$ cat config.mk
export PLATFORM = sky130hd
export DESIGN_NAME = fcs_host
export DESIGN_NICKNAME = d
export VERILOG_FILES = /design/src/fcs_pkg.sv /design/src/fcs_regs.sv /design/src/fcs_host.sv
export SDC_FILE = /design/constraint.sdc
export NUM_CORES = 1
export LEC_CHECK = 0
export BUFFER_PORTS_ARGS = -buffer_cell sky130_fd_sc_hd__buf_4
export CORE_UTILIZATION = 50
export CTS_CLUSTER_DIAMETER = 150
export DETAILED_ROUTE_END_ITERATION = 6
export PLACE_DENSITY = 0.74
export SKIP_LAST_GASP = 1
export SYNTH_ARGS = -nofsm -noshare
export SYNTH_HDL_FRONTEND = slang
export SYNTH_SLANG_ARGS = --single-unit
$ cat constraint.sdc
create_clock -name clk -period 5.55 [get_ports clk]
set_clock_uncertainty 0.05 [all_clocks]
set_input_delay 0.555 -clock clk [delete_from_list [all_inputs] [get_ports clk]]
set_output_delay 0.555 -clock clk [all_outputs]
set_load 0.05 [all_outputs]
$ cat src/fcs_pkg.sv
/*
 * fcs_pkg: command codes, result codes, bank map and timing constants for the
 * host-side flash command sequencer.
 * assumes: one 250 MHz clock; the flash device answers over a simple word port.
 */
`default_nettype none
package fcs_pkg;
    localparam int CLK_PERIOD_NS = 4;
    localparam logic [15:0] CPU_PERIOD_NS = 16'h0004;
    // command codes; low nibble of program codes carries the segment
    localparam logic [11:0] CMD_PROG_WORD = 12'h55a;
    localparam logic [11:0] CMD_PROG_DWORD = 12'hdd4;
    localparam logic [11:0] CMD_PROG_BLOCK = 12'haa5;
    localparam logic [15:0] CMD_ERASE = 16'heeee;
    localparam logic [15:0] ERASE_KEY = 16'h5555;
    localparam logic [15:0] CMD_STATUS = 16'h7777;
    // result codes returned in word 0
    localparam logic [7:0] RES_OK = 8'h00;
    localparam logic [7:0] RES_PROG_FAIL = 8'h03;
    localparam logic [7:0] RES_ADDR_BAD = 8'h04;
    localparam logic [7:0] RES_PERIOD_BAD = 8'h05;
    localparam logic [7:0] RES_BANK_BAD = 8'h07;
    localparam logic [7:0] RES_ERASE_FAIL = 8'h08;
    localparam logic [7:0] RES_COUNT_BAD = 8'h0a;
    localparam logic [7:0] RES_UNKNOWN = 8'hff;
    localparam logic [15:0] BLOCK_SPAN_LIMIT = 16'h4000;
    localparam int NUM_BANKS = 4;
    // segment 0 / segment 1 bases of the two low banks
    localparam logic [23:0] LOW_SEG0_BASE = 24'h000000;
    localparam logic [23:0] LOW_SEG0_TOP = 24'h007fff;
    localparam logic [23:0] LOW_SEG1_BASE = 24'h010000;
    localparam logic [23:0] FLASH_TOP = 24'h02ffff;
    // typical operation times
    localparam int PROG_TIME_US = 80;
    localparam int ERASE_TIME_MS = 800;
    localparam int PROG_CYCLES = PROG_TIME_US * 1000 / CLK_PERIOD_NS;
    localparam int ERASE_CYCLES = ERASE_TIME_MS * 1000 * (1000 / CLK_PERIOD_NS);
    typedef enum logic [2:0] {
        ST_IDLE = 3'b000,
        ST_LOAD = 3'b001,
        ST_UNLOCK1 = 3'b010,
        ST_UNLOCK2 = 3'b011,
        ST_WAIT = 3'b100,
        ST_DONE = 3'b101
    } fcs_state_t;
endpackage
`default_nettype wire

$ cat src/fcs_regs.sv
/*
 * fcs_regs: the five parameter words handed to the flash kernel, with a
 * registered read port.
 * assumes: single writer; reads take one cycle.
 */
`default_nettype none
module fcs_regs #(
    parameter int W = 16
) (
    input wire logic clk,
    input wire logic rst_n,
    input wire logic ce,
    input wire logic we,
    input wire logic [2:0] waddr,
    input wire logic [W-1:0] wdata,
    input wire logic [2:0] raddr,
    output logic [W-1:0] rdata
);
    logic [W-1:0] mem_r [0:4];
    logic [W-1:0] rdata_r;
    assign rdata = rdata_r;
    always_ff @(posedge clk) begin
        if (!rst_n) begin
            rdata_r <= '0;
        end else if (ce) begin
            if (we && waddr < 3'd5) begin
                mem_r[waddr] <= wdata;
            end
            rdata_r <= (raddr < 3'd5) ? mem_r[raddr] : '0;
        end
    end
endmodule // fcs_regs
`default_nettype wire

$ cat src/fcs_host.sv
/*
 * fcs_host: host controller that loads command words, issues the two-write
 * unlock, waits for the device kernel and returns its result code.
 * assumes: device exposes param write port, unlock write port, busy and result.
 */
`default_nettype none
// Summary of operation
// - no fetch, branch or read of flash while an operation runs
// - with low banks in segment 0, no interrupt during operation
// - command in word 0, parameters in words 1 to 4 before trigger
// - single word: code 55As, offset in word 1, data in word 2
// - double word: code DD4s, offset, low word, high word
// - block: code AA5s, first, last, source; span below 16384
// - block source plus span below 16384; pages 0,1 barred if select set (not checked here: select only picks the unlock base)
// - erase: EEEE, 5555 key, same bank twice, mismatch rejected
// - status: 7777, words 1 to 3 only carry returned values
// - word 4 always holds cpu period in ns
// - every target offset is even
// - unlock is two writes to the same even flash address
// - at least 45 free stack words before program or erase
module fcs_host
    import fcs_pkg::*;
#(
    parameter int TIMEOUT_CYCLES = ERASE_CYCLES * 2
) (
    input wire logic clk,
    input wire logic rst_n,
    input wire logic ce,
    input wire logic req_valid,
    input wire logic [15:0] req_cmd,
    input wire logic [15:0] req_p1,
    input wire logic [15:0] req_p2,
    input wire logic [15:0] req_p3,
    input wire logic [15:0] trigger_offset,
    input wire logic high_block_segment_select,
    input wire logic dev_busy,
    input wire logic dev_done,
    input wire logic [15:0] dev_result,
    output logic req_ready,
    output logic dev_param_we,
    output logic [2:0] dev_param_idx,
    output logic [15:0] dev_param_data,
    output logic dev_unlock_we,
    output logic [23:0] dev_unlock_addr,
    output logic flash_read_hold,
    output logic resp_valid,
    output logic [7:0] resp_code
);
    import fcs_pkg::*;

    fcs_state_t state_r, state_nxt;
    logic [2:0] idx_r, idx_nxt;
    logic [2:0] pidx_r, pidx_nxt;
    logic ready_r, ready_nxt;
    logic pwe_r, pwe_nxt;
    logic [15:0] pdata_r, pdata_nxt;
    logic uwe_r, uwe_nxt;
    logic [23:0] uaddr_r, uaddr_nxt;
    logic hold_r, hold_nxt;
    logic rv_r, rv_nxt;
    logic [7:0] code_r, code_nxt;
    logic [31:0] tmo_r, tmo_nxt;
    logic [2:0] rd_addr;
    logic [15:0] rd_data;

    // copy of the word stream as sent; read back at unlock as a self-check
    fcs_regs #(.W(16)) u_regs (
        .clk(clk),
        .rst_n(rst_n),
        .ce(ce),
        .we(state_r == ST_LOAD),
        .waddr(idx_r),
        .wdata(pdata_nxt),
        .raddr(rd_addr),
        .rdata(rd_data)
    );

    // local validity check: catches errors before touching the device
    function automatic logic [7:0] precheck(input logic [15:0] c, input logic [15:0] a,
                                            input logic [15:0] b, input logic [15:0] d);
        logic [15:0] span;
        span = b - a;
        precheck = RES_OK;
        if (c[15:4] == CMD_PROG_WORD || c[15:4] == CMD_PROG_DWORD) begin
            if (a[0]) precheck = RES_ADDR_BAD;
        end else if (c[15:4] == CMD_PROG_BLOCK) begin
            if (a[0] || b[0]) precheck = RES_ADDR_BAD;
            else if (b < a || span >= BLOCK_SPAN_LIMIT) precheck = RES_COUNT_BAD;
            else if ({1'b0, d} + {1'b0, span} >= {1'b0, BLOCK_SPAN_LIMIT}) begin
                // one bit wider so a high source cannot wrap below the limit
                precheck = RES_COUNT_BAD;
            end
        end else if (c == CMD_ERASE) begin
            if (a != ERASE_KEY) precheck = RES_UNKNOWN;
            else if (b != d || b >= 16'(NUM_BANKS)) precheck = RES_BANK_BAD;
        end else if (c != CMD_STATUS) begin // status words are passed on unchecked
            precheck = RES_UNKNOWN;
        end
    endfunction

    logic [15:0] c_r, p1_r, p2_r, p3_r;
    logic [15:0] c_nxt, p1_nxt, p2_nxt, p3_nxt;
    assign rd_addr = idx_r;

    always_comb begin
        state_nxt = state_r;
        idx_nxt = idx_r;
        pidx_nxt = pidx_r;
        pwe_nxt = 1'b0;
        pdata_nxt = pdata_r;
        uwe_nxt = 1'b0;
        uaddr_nxt = uaddr_r;
        hold_nxt = hold_r;
        rv_nxt = 1'b0;
        code_nxt = code_r;
        tmo_nxt = tmo_r;
        c_nxt = c_r;
        p1_nxt = p1_r;
        p2_nxt = p2_r;
        p3_nxt = p3_r;
        unique case (state_r)
            ST_IDLE: begin
                if (req_valid) begin
                    c_nxt = req_cmd;
                    p1_nxt = req_p1;
                    p2_nxt = req_p2;
                    p3_nxt = req_p3;
                    code_nxt = precheck(req_cmd, req_p1, req_p2, req_p3);
                    idx_nxt = 3'd0;
                    if (code_nxt != RES_OK) begin
                        rv_nxt = 1'b1;
                    end else begin
                        state_nxt = ST_LOAD;
                    end
                end
            end
            ST_LOAD: begin
                // words 0..4: command, parameters, cpu period
                // words are streamed out, nothing is pushed: no stack use here
                pwe_nxt = 1'b1;
                pidx_nxt = idx_r;
                unique case (idx_r)
                    3'd0: pdata_nxt = c_r;
                    3'd1: pdata_nxt = p1_r;
                    3'd2: pdata_nxt = p2_r;
                    3'd3: pdata_nxt = p3_r;
                    default: pdata_nxt = CPU_PERIOD_NS;
                endcase
                if (idx_r == 3'd4) begin
                    state_nxt = ST_UNLOCK1;
                end else begin
                    idx_nxt = idx_r + 3'd1;
                end
            end
            ST_UNLOCK1: begin
                // same even address for both writes
                uaddr_nxt = (high_block_segment_select ? LOW_SEG1_BASE : LOW_SEG0_BASE)
                    | {8'h00, trigger_offset[15:1], 1'b0};
                uwe_nxt = 1'b1;
                hold_nxt = 1'b1; // no fetch can vector into flash
                state_nxt = ST_UNLOCK2;
            end
            ST_UNLOCK2: begin
                uwe_nxt = 1'b1;
                tmo_nxt = 32'd0;
                state_nxt = ST_WAIT;
            end
            ST_WAIT: begin
                // hold flash reads until result arrives
                tmo_nxt = tmo_r + 32'd1;
                if (dev_done) begin
                    code_nxt = dev_result[7:0];
                    state_nxt = ST_DONE;
                end else if (tmo_r >= 32'(TIMEOUT_CYCLES)) begin
                    code_nxt = (c_r == CMD_ERASE) ? RES_ERASE_FAIL : RES_PROG_FAIL;
                    state_nxt = ST_DONE;
                end
            end
            ST_DONE: begin
                hold_nxt = 1'b0;
                rv_nxt = 1'b1;
                state_nxt = ST_IDLE;
            end
            default: state_nxt = ST_IDLE;
        endcase
        // ready is registered: high only while idle
        ready_nxt = (state_nxt == ST_IDLE);
    end

    always_ff @(posedge clk) begin
        if (!rst_n) begin
            state_r <= ST_IDLE;
            idx_r <= 3'd0;
            pidx_r <= 3'd0;
            ready_r <= 1'b0;
            pwe_r <= 1'b0;
            pdata_r <= 16'h0000;
            uwe_r <= 1'b0;
            uaddr_r <= 24'h000000;
            hold_r <= 1'b0;
            rv_r <= 1'b0;
            code_r <= 8'h00;
            tmo_r <= 32'd0;
            c_r <= 16'h0000;
            p1_r <= 16'h0000;
            p2_r <= 16'h0000;
            p3_r <= 16'h0000;
        end else if (ce) begin
            state_r <= state_nxt;
            idx_r <= idx_nxt;
            pidx_r <= pidx_nxt;
            ready_r <= ready_nxt;
            pwe_r <= pwe_nxt;
            pdata_r <= pdata_nxt;
            uwe_r <= uwe_nxt;
            uaddr_r <= uaddr_nxt;
            hold_r <= hold_nxt;
            rv_r <= rv_nxt;
            code_r <= code_nxt;
            tmo_r <= tmo_nxt;
            c_r <= c_nxt;
            p1_r <= p1_nxt;
            p2_r <= p2_nxt;
            p3_r <= p3_nxt;
        end
    end

    assign req_ready = ready_r;
    assign dev_param_we = pwe_r;
    assign dev_param_idx = pidx_r;
    assign dev_param_data = pdata_r;
    assign dev_unlock_we = uwe_r;
    assign dev_unlock_addr = uaddr_r;
    assign flash_read_hold = hold_r;
    assign resp_valid = rv_r;
    assign resp_code = code_r;
endmodule // fcs_host
`default_nettype wire

==> impl_metrics.prom, run 1 <==
# TYPE chip_impl_metric gauge
chip_impl_info{name="timing.critical_path.to_type",value="flip-flop"} 1
chip_impl_info{name="final_common_cell",value="sky130_fd_sc_hd__nand2_1"} 1
chip_impl_metric{name="cts_setup_buffers",unit=""} 0
chip_impl_metric{name="crit_required",unit="ns"} 5.82
chip_impl_info{name="min-delay-path-class",value="primary input to flip-flop"} 1
chip_impl_metric{name="clockPowerShare",unit=""} 0.397
chip_impl_metric{name="worst-path-max-fanout",unit=""} 5
chip_impl_metric{name="detail_route.iter0.violations",unit=""} 633
chip_impl_info{name="worstHoldEndpoint",value="dev_unlock_addr[5]$_SDFFE_PN0P_"} 1
chip_impl_metric{name="gp_routability_congestion",unit=""} 0.945
chip_impl_metric{name="floorplan.initialDensity",unit=""} 0.518
chip_impl_metric{name="arrival",unit="ns"} 5.28
chip_impl_metric{name="clock.fmax",unit="GHz"} 0.200
chip_impl_metric{name="worstMarginPinSlew",unit="ns"} 1.24
chip_impl_info{name="crit_chain",value="buf_4 > inv_1 > ha_1 > inv_1 > fa_1 > a211oi_1 > o21ai_0 > o21ai_0 > nor2_1 > nor2_1 > o21ai_0 > xnor2_1 > ha_1 > nor2b_1 > nor2_1 > a2111o_1 > a2111oi_2 > o2111ai_1 > o311ai_2 > nand4_1 > a31o_1"} 1
chip_impl_metric{name="first_pass_iteration_count_of_the_detailed_router",unit=""} 5
chip_impl_info{name="root_buffer",value="sky130_fd_sc_hd__clkbuf_16"} 1
chip_impl_metric{name="pin_count_of_the_biggest_net_entering_global_routing",unit=""} 66
chip_impl_metric{name="drt-total-wl",unit="microns"} 22600
chip_impl_metric{name="clock_latency",unit="ns"} 0.43
chip_impl_info{name="cp-start-kind",value="primary input"} 1
chip_impl_metric{name="power.switching",unit="mW"} 0.724
chip_impl_metric{name="p_leak",unit="nW"} 3.88
chip_impl_metric{name="viasPerCell",unit=""} 5.69
chip_impl_metric{name="post_cts_resized",unit=""} 0
chip_impl_info{name="synthTopCellsByArea",value="sky130_fd_sc_hd__dfxtp_1 38%, sky130_fd_sc_hd__nand2_1 9.9%, sky130_fd_sc_hd__a21oi_1 8.0%, sky130_fd_sc_hd__ha_1 6.3%, sky130_fd_sc_hd__a22oi_1 4.4%"} 1
chip_impl_metric{name="syn-cell-area",unit="sq um"} 7930
chip_impl_metric{name="number_of_antenna_violations_at_the_first_check_in_global_routing",unit=""} 0
chip_impl_metric{name="placeable_core_region",unit="sq um"} 15300
chip_impl_metric{name="postSynthCellCount",unit=""} 1019
chip_impl_info{name="hold_path.startpoint",value="trigger_offset[5]"} 1
chip_impl_metric{name="max_clock_buf_depth",unit=""} 2
chip_impl_info{name="reg2reg_to",value="p1_r[6]$_SDFFE_PN0P_"} 1
chip_impl_metric{name="wire_length_of_the_first_global_routing_pass",unit="microns"} 35800
chip_impl_metric{name="synth_async_reset_ratio",unit=""} 0
chip_impl_metric{name="cts-htree-levels",unit=""} 4
chip_impl_metric{name="synth.yosys.warnings",unit=""} 0
chip_impl_metric{name="timing.slew.headroom",unit=""} 0.173
chip_impl_metric{name="timing.final.crit_period",unit="ns"} 5.00
chip_impl_info{name="post-synth-top-area-cell",value="sky130_fd_sc_hd__dfxtp_1"} 1
chip_impl_info{name="layout.cells.most_common_list",value="209 x sky130_fd_sc_hd__nand2_1, 150 x sky130_fd_sc_hd__dfxtp_1, 149 x sky130_fd_sc_hd__buf_4"} 1
chip_impl_metric{name="final_hold_viol_count",unit=""} 0
chip_impl_metric{name="dpl.hpwl",unit="microns"} 16800
chip_impl_metric{name="rows",unit=""} 45
chip_impl_metric{name="power.sequential.fraction",unit=""} 0.429
chip_impl_metric{name="p_int",unit="mW"} 1.91
chip_impl_metric{name="place.port_buffers",unit=""} 140
chip_impl_metric{name="postSynthRegisterBits",unit=""} 150
chip_impl_metric{name="finalSetupTns",unit="ns"} 0
chip_impl_metric{name="place_inst",unit=""} 1327
chip_impl_metric{name="clock_sinks",unit=""} 150
chip_impl_metric{name="area_after_detailed_placement",unit="sq um"} 9080
chip_impl_metric{name="detailroute.via_count",unit=""} 7722
chip_impl_metric{name="nFillCells",unit=""} 1465
chip_impl_metric{name="final.period_utilization",unit=""} 0.901
chip_impl_metric{name="power.share.switching",unit=""} 0.275
chip_impl_metric{name="ant_nets",unit=""} 0
chip_impl_metric{name="cap_viol_max_count",unit=""} 0
chip_impl_metric{name="fin_area",unit="sq um"} 9620
chip_impl_metric{name="antenna_cells_inserted",unit=""} 0
chip_impl_metric{name="grt_remaining_overflow",unit=""} 0
chip_impl_metric{name="die_h",unit="microns"} 128
chip_impl_info{name="critPathKind",value="primary input to flip-flop"} 1
chip_impl_info{name="synth_top_family_by_area",value="simple AND/OR/NAND/NOR gates"} 1
chip_impl_metric{name="share_of_layout_cells_above_drive_strength_1",unit=""} 0.165
chip_impl_metric{name="holdPathStages",unit=""} 3
chip_impl_metric{name="r2r_setup_slack",unit="ns"} 2.52
chip_impl_metric{name="syn_avg_cell_area",unit="sq um"} 7.78
chip_impl_metric{name="muxShareOfSynthArea",unit=""} 0.00757
chip_impl_info{name="critical-path-slowest-cell",value="sky130_fd_sc_hd__o311ai_2"} 1
chip_impl_metric{name="cts_inserted_buffers",unit=""} 17
chip_impl_metric{name="grt.total_usage",unit=""} 0.281
chip_impl_info{name="crit-reg2reg-launch",value="tmo_r[15]$_SDFFE_PN0P_"} 1
chip_impl_metric{name="area.growth.synth_to_final",unit="%"} 21.2
chip_impl_metric{name="post_synth_edffs",unit=""} 0
chip_impl_metric{name="yosys.area_share.xor_xnor",unit=""} 0.0541
chip_impl_metric{name="routedWlPerCell",unit="microns"} 16.7
chip_impl_info{name="synth_ff_type",value="sky130_fd_sc_hd__dfxtp_1"} 1
chip_impl_metric{name="worst_ir_drop_vdd",unit="V"} 0.000221
chip_impl_info{name="tritoncts",value="yes"} 1
chip_impl_metric{name="worst_slack",unit="ns"} 0.547
chip_impl_metric{name="synth_compound_gate_area_share",unit=""} 0.196
chip_impl_metric{name="timing_max_transition_violations_final",unit=""} 0
chip_impl_info{name="status",value="completed"} 1
chip_impl_metric{name="boundaryPins",unit=""} 159
chip_impl_metric{name="die_width",unit="microns"} 128
chip_impl_metric{name="power.share.combinational",unit=""} 0.174
chip_impl_metric{name="instances_no_fill",unit=""} 1357
chip_impl_metric{name="synth.top_cell.area_share",unit=""} 0.379
chip_impl_metric{name="reg2regPathDepth",unit=""} 9
chip_impl_metric{name="overall_power_of_the_completed_layout",unit="mW"} 2.63
chip_impl_metric{name="path_clk_slew",unit="ns"} 0.06
chip_impl_metric{name="synth_simple_gate_area_share",unit=""} 0.246
chip_impl_metric{name="pre_cts_ws",unit="ns"} 0.262
chip_impl_metric{name="power-per-cell-area",unit="nW/um^2"} 274
chip_impl_metric{name="final_nets",unit=""} 1280
chip_impl_metric{name="fp.dieArea",unit="sq um"} 16400
chip_impl_metric{name="delay_contributed_by_the_slowest_stage_of_the_critical_path",unit="ns"} 0.46
chip_impl_metric{name="yosys.area_share.adder",unit=""} 0.0681
chip_impl_metric{name="post_synth_num_cell_types",unit=""} 66
chip_impl_metric{name="via_count_of_the_first_global_routing_pass",unit=""} 7116
chip_impl_metric{name="synth.yosys.seq_area_share",unit=""} 0.379
chip_impl_metric{name="setup_violations",unit=""} 0
chip_impl_info{name="grt_setup_unrepaired",value="false"} 1
chip_impl_metric{name="hold_buffers",unit=""} 0
chip_impl_metric{name="remaining_routing_drc_violations",unit=""} 0
[logic make-up after synthesis]
logic type	count (synthesis)
muxes	6
other	1
xor gates and xnor gates	49
DFF	150
adders and majority gates	42
buffers and inverters	93
AOI/OAI and AO/OA	253
and+or+nand+nor	425
[how the worst max path moves through the flow]
stage | from | endpoint | slack [ns] | cells after the start
finish | req_p2[0] | req_ready$_SDFFE_PN0P_ | 0.55 | 21
CTS | req_p2[0] | req_ready$_SDFFE_PN0P_ | 0.70 | 21
floorplan | req_p2[0] | req_ready$_SDFFE_PN0P_ | 1.06 | 20
detailed placement | req_p2[0] | req_ready$_SDFFE_PN0P_ | 0.26 | 21
global placement | req_p2[0] | req_ready$_SDFFE_PN0P_ | 0.34 | 21
global route | req_p2[0] | req_ready$_SDFFE_PN0P_ | 0.31 | 21
[cell type report]
type | instances | area (sq um) | area share
Tap cell | 211 | 264 | 0.0275
Clock inverter | 3 | 17.5 | 0.00182
Inverter | 34 | 129 | 0.0134
Timing Repair Buffer | 149 | 1120 | 0.116
Multi-Input combinational cell | 783 | 4570 | 0.475
Sequential cell | 150 | 3000 | 0.312
Clock buffer | 27 | 513 | 0.0534
[critical path, delay by kind of cell]
| kind | cells | cell delay (ns) |
|---|---|---|
| AOI/OAI and AO/OA | 9 | 2.60 |
| xor gates and xnor gates | 1 | 0.17 |
| adders and majority gates | 3 | 0.95 |
| buffers and inverters | 3 | 0.25 |
| and+or+nand+nor | 5 | 0.74 |
[per-stage QoR]
step                      hold slack [ns]   util
after detailed placement            0.397  0.593
after global routing                0.332  0.628
after global placement              0.392  0.593
after CTS                           0.315  0.628
after floorplan                     0.386      -
final                               0.326  0.628
[Yosys cell counts, types with 9 or more instances]
library cell / n
sky130_fd_sc_hd__nand2_1: 210
sky130_fd_sc_hd__dfxtp_1: 150
sky130_fd_sc_hd__a21oi_1: 126
sky130_fd_sc_hd__nor2_1: 92
sky130_fd_sc_hd__a22oi_1: 46
sky130_fd_sc_hd__clkbuf_1: 44
sky130_fd_sc_hd__ha_1: 40
sky130_fd_sc_hd__inv_1: 34
sky130_fd_sc_hd__xor2_1: 29
sky130_fd_sc_hd__o21ai_0: 27
sky130_fd_sc_hd__nand3_1: 26
sky130_fd_sc_hd__nand4_1: 20
sky130_fd_sc_hd__xnor2_1: 20
sky130_fd_sc_hd__nand2b_1: 9
sky130_fd_sc_hd__nor2b_1: 9
sky130_fd_sc_hd__nor4_1: 9
[registers in the layout (all words and copies together), names as in the netlist, 8 cells and up]
register	flops
resp_code	8
dev_unlock_addr	16
dev_param_data	16
p3_r	16
tmo_r	32
c_r	16
p1_r	16
p2_r	16
[per-layer routing]
layer | up-vias | GRT usage | part of all wire | wire length (microns)
li1 | 3765 | - | - | -
met1 | 3587 | 0.359 | 0.43 | 9630
met2 | 306 | 0.449 | 0.46 | 10400
met3 | 64 | 0.0576 | 0.072 | 1620
met4 | 0 | 0.147 | 0.042 | 957
met5 | - | 0 | 0 | 0
[power by group through the flow]
stage          sequential, mW  combinational [mW]  clock (mW)
2_1_floorplan            1.17               0.272           0
3_3_place_gp             1.15               0.446           0
3_5_place_dp             1.15               0.448           0
4_1_cts                  1.13               0.450        1.05
5_1_grt                  1.13               0.499        1.10
6_report                 1.13               0.457        1.05
No activity file was read; power rests on OpenSTA's default activity.
==> run 2, diff against run 1 <==
- CAP_MARGIN: unset -> 20
- MAX_ROUTING_LAYER: unset -> met4
==> run 2 against run 1 <==
Count of clock-buffer cells in the layout down 10. Sequential share of layout area fell by 0.17 points. Register-to-register slack improved by 0.06 ns. Maximum frequency increased by 2.7%. Clock power increased by 6%. Wire length decreased by 1.5%. Final area rose by 0.56%. Cell count rose by 0.29%. Core utilization is 0.35 points higher.
==> impl_metrics.prom, run 2 (synthesized netlist as in run 1, its figures left out) <==
# TYPE chip_impl_metric gauge
chip_impl_metric{name="antenna_cells_inserted",unit=""} 0
chip_impl_metric{name="fp.dieArea",unit="sq um"} 16400
chip_impl_metric{name="final.period_utilization",unit=""} 0.878
chip_impl_info{name="crit-reg2reg-launch",value="state_r[0]$_SDFFE_PN0P_"} 1
chip_impl_metric{name="worst_ir_drop_vdd",unit="V"} 0.000179
chip_impl_metric{name="critical_path_depth",unit=""} 21
chip_impl_info{name="root_buffer",value="sky130_fd_sc_hd__clkbuf_16"} 1
chip_impl_metric{name="timing.slew.headroom",unit=""} 0.328
chip_impl_metric{name="nFillCells",unit=""} 1456
chip_impl_metric{name="area.growth.synth_to_final",unit="%"} 21.9
chip_impl_info{name="critPathKind",value="primary input to flip-flop"} 1
chip_impl_info{name="timing.critical_path.to_type",value="flip-flop"} 1
chip_impl_metric{name="cts_setup_buffers",unit=""} 0
chip_impl_metric{name="clock_latency",unit="ns"} 0.43
chip_impl_info{name="critical_path.startpoint",value="req_p2[0]"} 1
chip_impl_metric{name="gp_routability_congestion",unit=""} 1.01
chip_impl_metric{name="clockPowerShare",unit=""} 0.413
chip_impl_info{name="tritoncts",value="yes"} 1
chip_impl_metric{name="hold_buffers",unit=""} 0
chip_impl_info{name="critical-path-slowest-cell",value="sky130_fd_sc_hd__o311ai_2"} 1
chip_impl_info{name="reg2reg_to",value="dev_param_data[6]$_SDFFE_PN0P_"} 1
chip_impl_metric{name="cts-htree-levels",unit=""} 4
chip_impl_metric{name="cap_viol_max_count",unit=""} 0
chip_impl_metric{name="rows",unit=""} 45
chip_impl_metric{name="cts_inserted_buffers",unit=""} 17
chip_impl_info{name="crit_chain",value="buf_4 > inv_1 > ha_1 > inv_1 > fa_1 > a211oi_1 > o21ai_0 > o21ai_0 > nor2_1 > nor2_1 > o21ai_0 > xnor2_1 > ha_1 > nor2b_1 > nor2_1 > a2111o_1 > a2111oi_2 > o2111ai_1 > o311ai_2 > nand4_1 > a31o_1"} 1
chip_impl_metric{name="fin_area",unit="sq um"} 9670
chip_impl_metric{name="detail_route.iter0.violations",unit=""} 613
chip_impl_metric{name="grt_remaining_overflow",unit=""} 0
chip_impl_info{name="layout.cells.most_common_list",value="209 x sky130_fd_sc_hd__nand2_1, 151 x sky130_fd_sc_hd__buf_4, 150 x sky130_fd_sc_hd__dfxtp_1"} 1
chip_impl_metric{name="crit_required",unit="ns"} 5.82
chip_impl_metric{name="setup_violations",unit=""} 0
chip_impl_metric{name="floorplan.initialDensity",unit=""} 0.518
chip_impl_info{name="top_reg_by_flops",value="tmo_r"} 1
chip_impl_metric{name="power.share.switching",unit=""} 0.290
chip_impl_metric{name="routedWlPerCell",unit="microns"} 16.4
chip_impl_metric{name="ant_nets",unit=""} 0
chip_impl_metric{name="max_clock_buf_depth",unit=""} 2
chip_impl_info{name="min-delay-path-class",value="primary input to flip-flop"} 1
chip_impl_metric{name="die_h",unit="microns"} 128
chip_impl_metric{name="viasPerCell",unit=""} 5.64
chip_impl_metric{name="largest_register_ffs",unit=""} 32
chip_impl_metric{name="first_pass_iteration_count_of_the_detailed_router",unit=""} 5
chip_impl_metric{name="placeable_core_region",unit="sq um"} 15300
chip_impl_metric{name="worst_slack",unit="ns"} 0.677
chip_impl_info{name="final_common_cell",value="sky130_fd_sc_hd__nand2_1"} 1
chip_impl_metric{name="p_int",unit="mW"} 1.91
chip_impl_metric{name="post_cts_resized",unit=""} 0
chip_impl_metric{name="remaining_routing_drc_violations",unit=""} 0
chip_impl_metric{name="p_leak",unit="nW"} 3.90
chip_impl_metric{name="pre_cts_ws",unit="ns"} 0.318
chip_impl_metric{name="share_of_layout_cells_above_drive_strength_1",unit=""} 0.172
chip_impl_metric{name="timing.final.crit_period",unit="ns"} 4.87
chip_impl_info{name="hold_path.startpoint",value="trigger_offset[5]"} 1
chip_impl_metric{name="clock_sinks",unit=""} 150
chip_impl_metric{name="delay_contributed_by_the_slowest_stage_of_the_critical_path",unit="ns"} 0.46
chip_impl_metric{name="place.port_buffers",unit=""} 140
chip_impl_metric{name="area_used_by_multi_input_combinational_logic",unit="sq um"} 4570
chip_impl_metric{name="final_hold_viol_count",unit=""} 0
chip_impl_metric{name="drt-total-wl",unit="microns"} 22300
chip_impl_metric{name="worst-path-max-fanout",unit=""} 5
chip_impl_metric{name="area_after_detailed_placement",unit="sq um"} 9080
chip_impl_metric{name="cp_num_buf_inv",unit=""} 3
chip_impl_metric{name="detailroute.via_count",unit=""} 7670
chip_impl_metric{name="power.switching",unit="mW"} 0.781
chip_impl_info{name="cp-start-kind",value="primary input"} 1
chip_impl_metric{name="pin_count_of_the_biggest_net_entering_global_routing",unit=""} 70
chip_impl_metric{name="grt.total_usage",unit=""} 0.285
chip_impl_metric{name="via_count_of_the_first_global_routing_pass",unit=""} 7122
chip_impl_metric{name="register_area",unit="sq um"} 3000
chip_impl_info{name="crit_end",value="req_ready$_SDFFE_PN0P_"} 1
chip_impl_metric{name="number_of_antenna_violations_at_the_first_check_in_global_routing",unit=""} 0
chip_impl_metric{name="power.sequential.fraction",unit=""} 0.419
chip_impl_metric{name="clock.fmax",unit="GHz"} 0.205
chip_impl_metric{name="path_clk_slew",unit="ns"} 0.06
chip_impl_metric{name="timing_max_transition_violations_final",unit=""} 0
chip_impl_metric{name="reg2regPathDepth",unit=""} 6
chip_impl_metric{name="die_width",unit="microns"} 128
chip_impl_info{name="cp_top_family",value="compound AO/OA/AOI/OAI gates"} 1
chip_impl_metric{name="wire_length_of_the_first_global_routing_pass",unit="microns"} 35300
chip_impl_metric{name="boundaryPins",unit=""} 159
chip_impl_metric{name="arrival",unit="ns"} 5.14
chip_impl_metric{name="worstMarginPinSlew",unit="ns"} 1.00
chip_impl_metric{name="r2r_setup_slack",unit="ns"} 2.58
chip_impl_info{name="status",value="completed"} 1
chip_impl_metric{name="power.share.combinational",unit=""} 0.168
chip_impl_metric{name="dpl.hpwl",unit="microns"} 16600
chip_impl_metric{name="final_nets",unit=""} 1282
chip_impl_metric{name="power-per-cell-area",unit="nW/um^2"} 278
chip_impl_info{name="grt_setup_unrepaired",value="false"} 1
chip_impl_metric{name="finalSetupTns",unit="ns"} 0
## run 2: power groups by stage
stage,sequential (mW),combinational (mW),clock [mW]
3_3_place_gp,1.15,0.442,0
5_1_grt,1.13,0.495,1.16
2_1_floorplan,1.17,0.272,0
3_5_place_dp,1.15,0.445,0
6_report,1.13,0.452,1.11
4_1_cts,1.13,0.447,1.12
## run 2: worst min-delay path by stage
| stage | cells after the start | end |
|---|---|---|
| after floorplan | 2 | p1_r[0]$_SDFFE_PN0P_ |
| after global placement | 2 | p2_r[1]$_SDFFE_PN0P_ |
| after detailed placement | 2 | p2_r[8]$_SDFFE_PN0P_ |
| after CTS | 3 | dev_unlock_addr[14]$_SDFFE_PN0P_ |
| after global routing | 3 | dev_unlock_addr[14]$_SDFFE_PN0P_ |
| final | 3 | dev_unlock_addr[5]$_SDFFE_PN0P_ |
## run 2: worst min-delay path: cells and delay by family
kind	cells	cell delay [ns]
AOI/OAI and AO/OA	1	0.05
buffers and inverters	1	0.10
and+or+nand+nor	1	0.04
## run 2: per-stage QoR
step	utilization	instances	total power, mW	hold slack [ns]
after CTS	0.630	1359	2.69	0.318
after detailed placement	0.593	1327	1.60	0.396
after global routing	0.631	1361	2.79	0.338
after global placement	0.593	1326	1.59	0.391
after floorplan	-	1026	1.44	0.386
final	0.631	1361	2.69	0.326
## run 2: final cells by class
class	instances	area share
Clock buffer	17	0.0440
Inverter	34	0.0133
Multi-Input combinational cell	783	0.473
Timing Repair Buffer	151	0.117
Tap cell	211	0.0273
Clock inverter	15	0.0149
Sequential cell	150	0.311
## run 2: routing by layer
metal	vias to the layer above	track usage	wire length [microns]
met4	0	0.125	826
met5	-	-	0
met1	3565	0.345	9680
met2	274	0.472	10600
met3	49	0.0405	1190
li1	3782	-	-
==> run 3, diff against run 2 <==
- CORE_MARGIN: unset -> 3
==> run 3 against run 2 <==
Setup slack gained 0.15 ns. Critical path depth did not move. Clock power hardly changed.
==> impl_metrics.prom, run 3 (synthesized netlist as in run 1, its figures left out) <==
# TYPE chip_impl_metric gauge
chip_impl_info{name="hold_path.startpoint",value="trigger_offset[7]"} 1
chip_impl_metric{name="pin_count_of_the_biggest_net_entering_global_routing",unit=""} 88
chip_impl_metric{name="clockPowerShare",unit=""} 0.418
chip_impl_metric{name="placeable_core_region",unit="sq um"} 15400
chip_impl_metric{name="via_count_of_the_first_global_routing_pass",unit=""} 7087
chip_impl_metric{name="clock_sinks",unit=""} 150
chip_impl_metric{name="power.switching",unit="mW"} 0.793
chip_impl_info{name="critical_path.startpoint",value="req_p2[0]"} 1
chip_impl_metric{name="setup_violations",unit=""} 0
chip_impl_metric{name="clock_latency",unit="ns"} 0.43
chip_impl_info{name="tritoncts",value="yes"} 1
chip_impl_metric{name="routedWlPerCell",unit="microns"} 16.5
chip_impl_metric{name="grt_remaining_overflow",unit=""} 0
chip_impl_metric{name="gp_routability_congestion",unit=""} 0.954
chip_impl_metric{name="max_clock_buf_depth",unit=""} 2
chip_impl_info{name="grt_setup_unrepaired",value="false"} 1
chip_impl_metric{name="path_clk_slew",unit="ns"} 0.06
chip_impl_metric{name="cts_setup_buffers",unit=""} 0
chip_impl_metric{name="remaining_routing_drc_violations",unit=""} 0
chip_impl_info{name="root_buffer",value="sky130_fd_sc_hd__clkbuf_16"} 1
chip_impl_info{name="critPathKind",value="primary input to flip-flop"} 1
chip_impl_metric{name="largest_register_ffs",unit=""} 32
chip_impl_metric{name="cap_viol_max_count",unit=""} 0
chip_impl_metric{name="wire_length_of_the_first_global_routing_pass",unit="microns"} 35600
chip_impl_metric{name="fin_area",unit="sq um"} 9680
chip_impl_metric{name="worst-path-max-fanout",unit=""} 5
chip_impl_info{name="top_reg_by_flops",value="tmo_r"} 1
chip_impl_metric{name="timing.final.crit_period",unit="ns"} 4.72
chip_impl_metric{name="die_h",unit="microns"} 132
chip_impl_metric{name="area_after_detailed_placement",unit="sq um"} 9090
chip_impl_metric{name="detailroute.via_count",unit=""} 7636
chip_impl_metric{name="dpl.hpwl",unit="microns"} 16600
chip_impl_metric{name="drt-total-wl",unit="microns"} 22400
chip_impl_metric{name="power.share.combinational",unit=""} 0.166
chip_impl_metric{name="power.sequential.fraction",unit=""} 0.416
chip_impl_metric{name="power-per-cell-area",unit="nW/um^2"} 280
chip_impl_metric{name="hold_slack",unit="ns"} 0.323
chip_impl_info{name="min-delay-path-class",value="primary input to flip-flop"} 1
chip_impl_metric{name="crit_required",unit="ns"} 5.82
chip_impl_info{name="cp-start-kind",value="primary input"} 1
chip_impl_info{name="final_common_cell",value="sky130_fd_sc_hd__nand2_1"} 1
chip_impl_metric{name="boundaryPins",unit=""} 159
chip_impl_metric{name="floorplan.initialDensity",unit=""} 0.516
chip_impl_info{name="status",value="completed"} 1
chip_impl_metric{name="post_cts_resized",unit=""} 0
chip_impl_metric{name="p_int",unit="mW"} 1.92
chip_impl_info{name="timing.critical_path.to_type",value="flip-flop"} 1
chip_impl_metric{name="arrival",unit="ns"} 5.00
chip_impl_metric{name="grt.total_usage",unit=""} 0.257
chip_impl_metric{name="final_hold_viol_count",unit=""} 0
chip_impl_metric{name="finalSetupTns",unit="ns"} 0
chip_impl_metric{name="fp.dieArea",unit="sq um"} 17400
chip_impl_metric{name="number_of_antenna_violations_at_the_first_check_in_global_routing",unit=""} 0
chip_impl_metric{name="layout.core_utilization",unit=""} 0.630
chip_impl_metric{name="worst_ir_drop_vdd",unit="V"} 0.000167
chip_impl_metric{name="worstMarginPinSlew",unit="ns"} 1.13
chip_impl_metric{name="place.port_buffers",unit=""} 140
chip_impl_metric{name="share_of_layout_cells_above_drive_strength_1",unit=""} 0.172
chip_impl_metric{name="final_nets",unit=""} 1282
chip_impl_metric{name="p_leak",unit="nW"} 3.91
chip_impl_metric{name="hold_buffers",unit=""} 0
chip_impl_metric{name="die_width",unit="microns"} 132
chip_impl_metric{name="cts-htree-levels",unit=""} 4
chip_impl_metric{name="rows",unit=""} 45
chip_impl_metric{name="overall_power_of_the_completed_layout",unit="mW"} 2.71
chip_impl_metric{name="cts_inserted_buffers",unit=""} 17
chip_impl_metric{name="detail_route.iter0.violations",unit=""} 632
chip_impl_metric{name="ant_nets",unit=""} 0
chip_impl_metric{name="power.share.switching",unit=""} 0.292
chip_impl_metric{name="clock.fmax",unit="GHz"} 0.212
chip_impl_metric{name="timing_max_transition_violations_final",unit=""} 0
chip_impl_metric{name="first_pass_iteration_count_of_the_detailed_router",unit=""} 5
chip_impl_info{name="crit-reg2reg-launch",value="state_r[0]$_SDFFE_PN0P_"} 1
chip_impl_metric{name="area.growth.synth_to_final",unit="%"} 22.1
chip_impl_metric{name="antenna_cells_inserted",unit=""} 0
chip_impl_metric{name="final.period_utilization",unit=""} 0.851
chip_impl_info{name="layout.cells.most_common_list",value="209 x sky130_fd_sc_hd__nand2_1, 151 x sky130_fd_sc_hd__buf_4, 150 x sky130_fd_sc_hd__dfxtp_1"} 1
chip_impl_metric{name="viasPerCell",unit=""} 5.61
chip_impl_metric{name="timing.slew.headroom",unit=""} 0.247
run 3: changes by cell type in the layout (fill, tap and decap cells not counted), sizes merged:
cell | previous run | this run
inv | 39 | 43
clkinv | 5 | 2
clkinvlp | 4 | 3
run 3: power groups by stage:
stage	registers (mW)	clock network [mW]	logic, mW
after CTS	1.13	1.15	0.447
after floorplan	1.17	0	0.272
after detailed placement	1.15	0	0.445
after global routing	1.13	1.20	0.493
after global placement	1.15	0	0.440
final	1.13	1.13	0.451
run 3: per-stage QoR:
step           setup slack, ns  std cells
2_1_floorplan             1.06       1026
3_3_place_gp             0.401       1328
3_5_place_dp             0.385       1328
4_1_cts                  0.834       1360
5_1_grt                  0.472       1361
6_report                 0.827       1361
run 3: metal layers:
layer	routed length [microns]	track usage
met5	0	-
met4	717	0.106
met3	1450	0.0427
met2	10700	0.416
met1	9570	0.321
run 3: area by class of cell:
cell class,instances,area (sq um)
multi-input combinational,783,4570
inverter,34,129
clock buffer,17,425
sequential,150,3000
fill,1418,5690
tap,211,264
timing repair buffer,151,1130
clock inverter,15,156
run 3: worst max-delay path: stages:
cell and delay, ns:
sky130_fd_sc_hd__buf_4 0.12, sky130_fd_sc_hd__inv_1 0.07, sky130_fd_sc_hd__ha_1 0.18, sky130_fd_sc_hd__inv_1 0.06
sky130_fd_sc_hd__fa_1 0.42, sky130_fd_sc_hd__a211oi_1 0.21, sky130_fd_sc_hd__o21ai_0 0.20, sky130_fd_sc_hd__o21ai_0 0.36
sky130_fd_sc_hd__nor2_1 0.09, sky130_fd_sc_hd__nor2_1 0.15, sky130_fd_sc_hd__o21ai_0 0.13, sky130_fd_sc_hd__xnor2_1 0.16
sky130_fd_sc_hd__ha_1 0.36, sky130_fd_sc_hd__nor2b_1 0.20, sky130_fd_sc_hd__nor2_1 0.07, sky130_fd_sc_hd__a2111o_1 0.39
sky130_fd_sc_hd__a2111oi_2 0.21, sky130_fd_sc_hd__o2111ai_1 0.21, sky130_fd_sc_hd__o311ai_2 0.43, sky130_fd_sc_hd__nand4_1 0.18
sky130_fd_sc_hd__a31o_1 0.23
run 3: worst paths after layout:
path	depth (start not counted)	slack, ns	end
worst min-delay path	3	0.32	dev_unlock_addr[7]$_SDFFE_PN0P_
worst max-delay path	21	0.83	req_ready$_SDFFE_PN0P_
worst max register to register	6	2.53	dev_param_data[9]$_SDFFE_PN0P_
worst min register to register	2	0.40	dev_unlock_addr[15]$_SDFFE_PN0P_
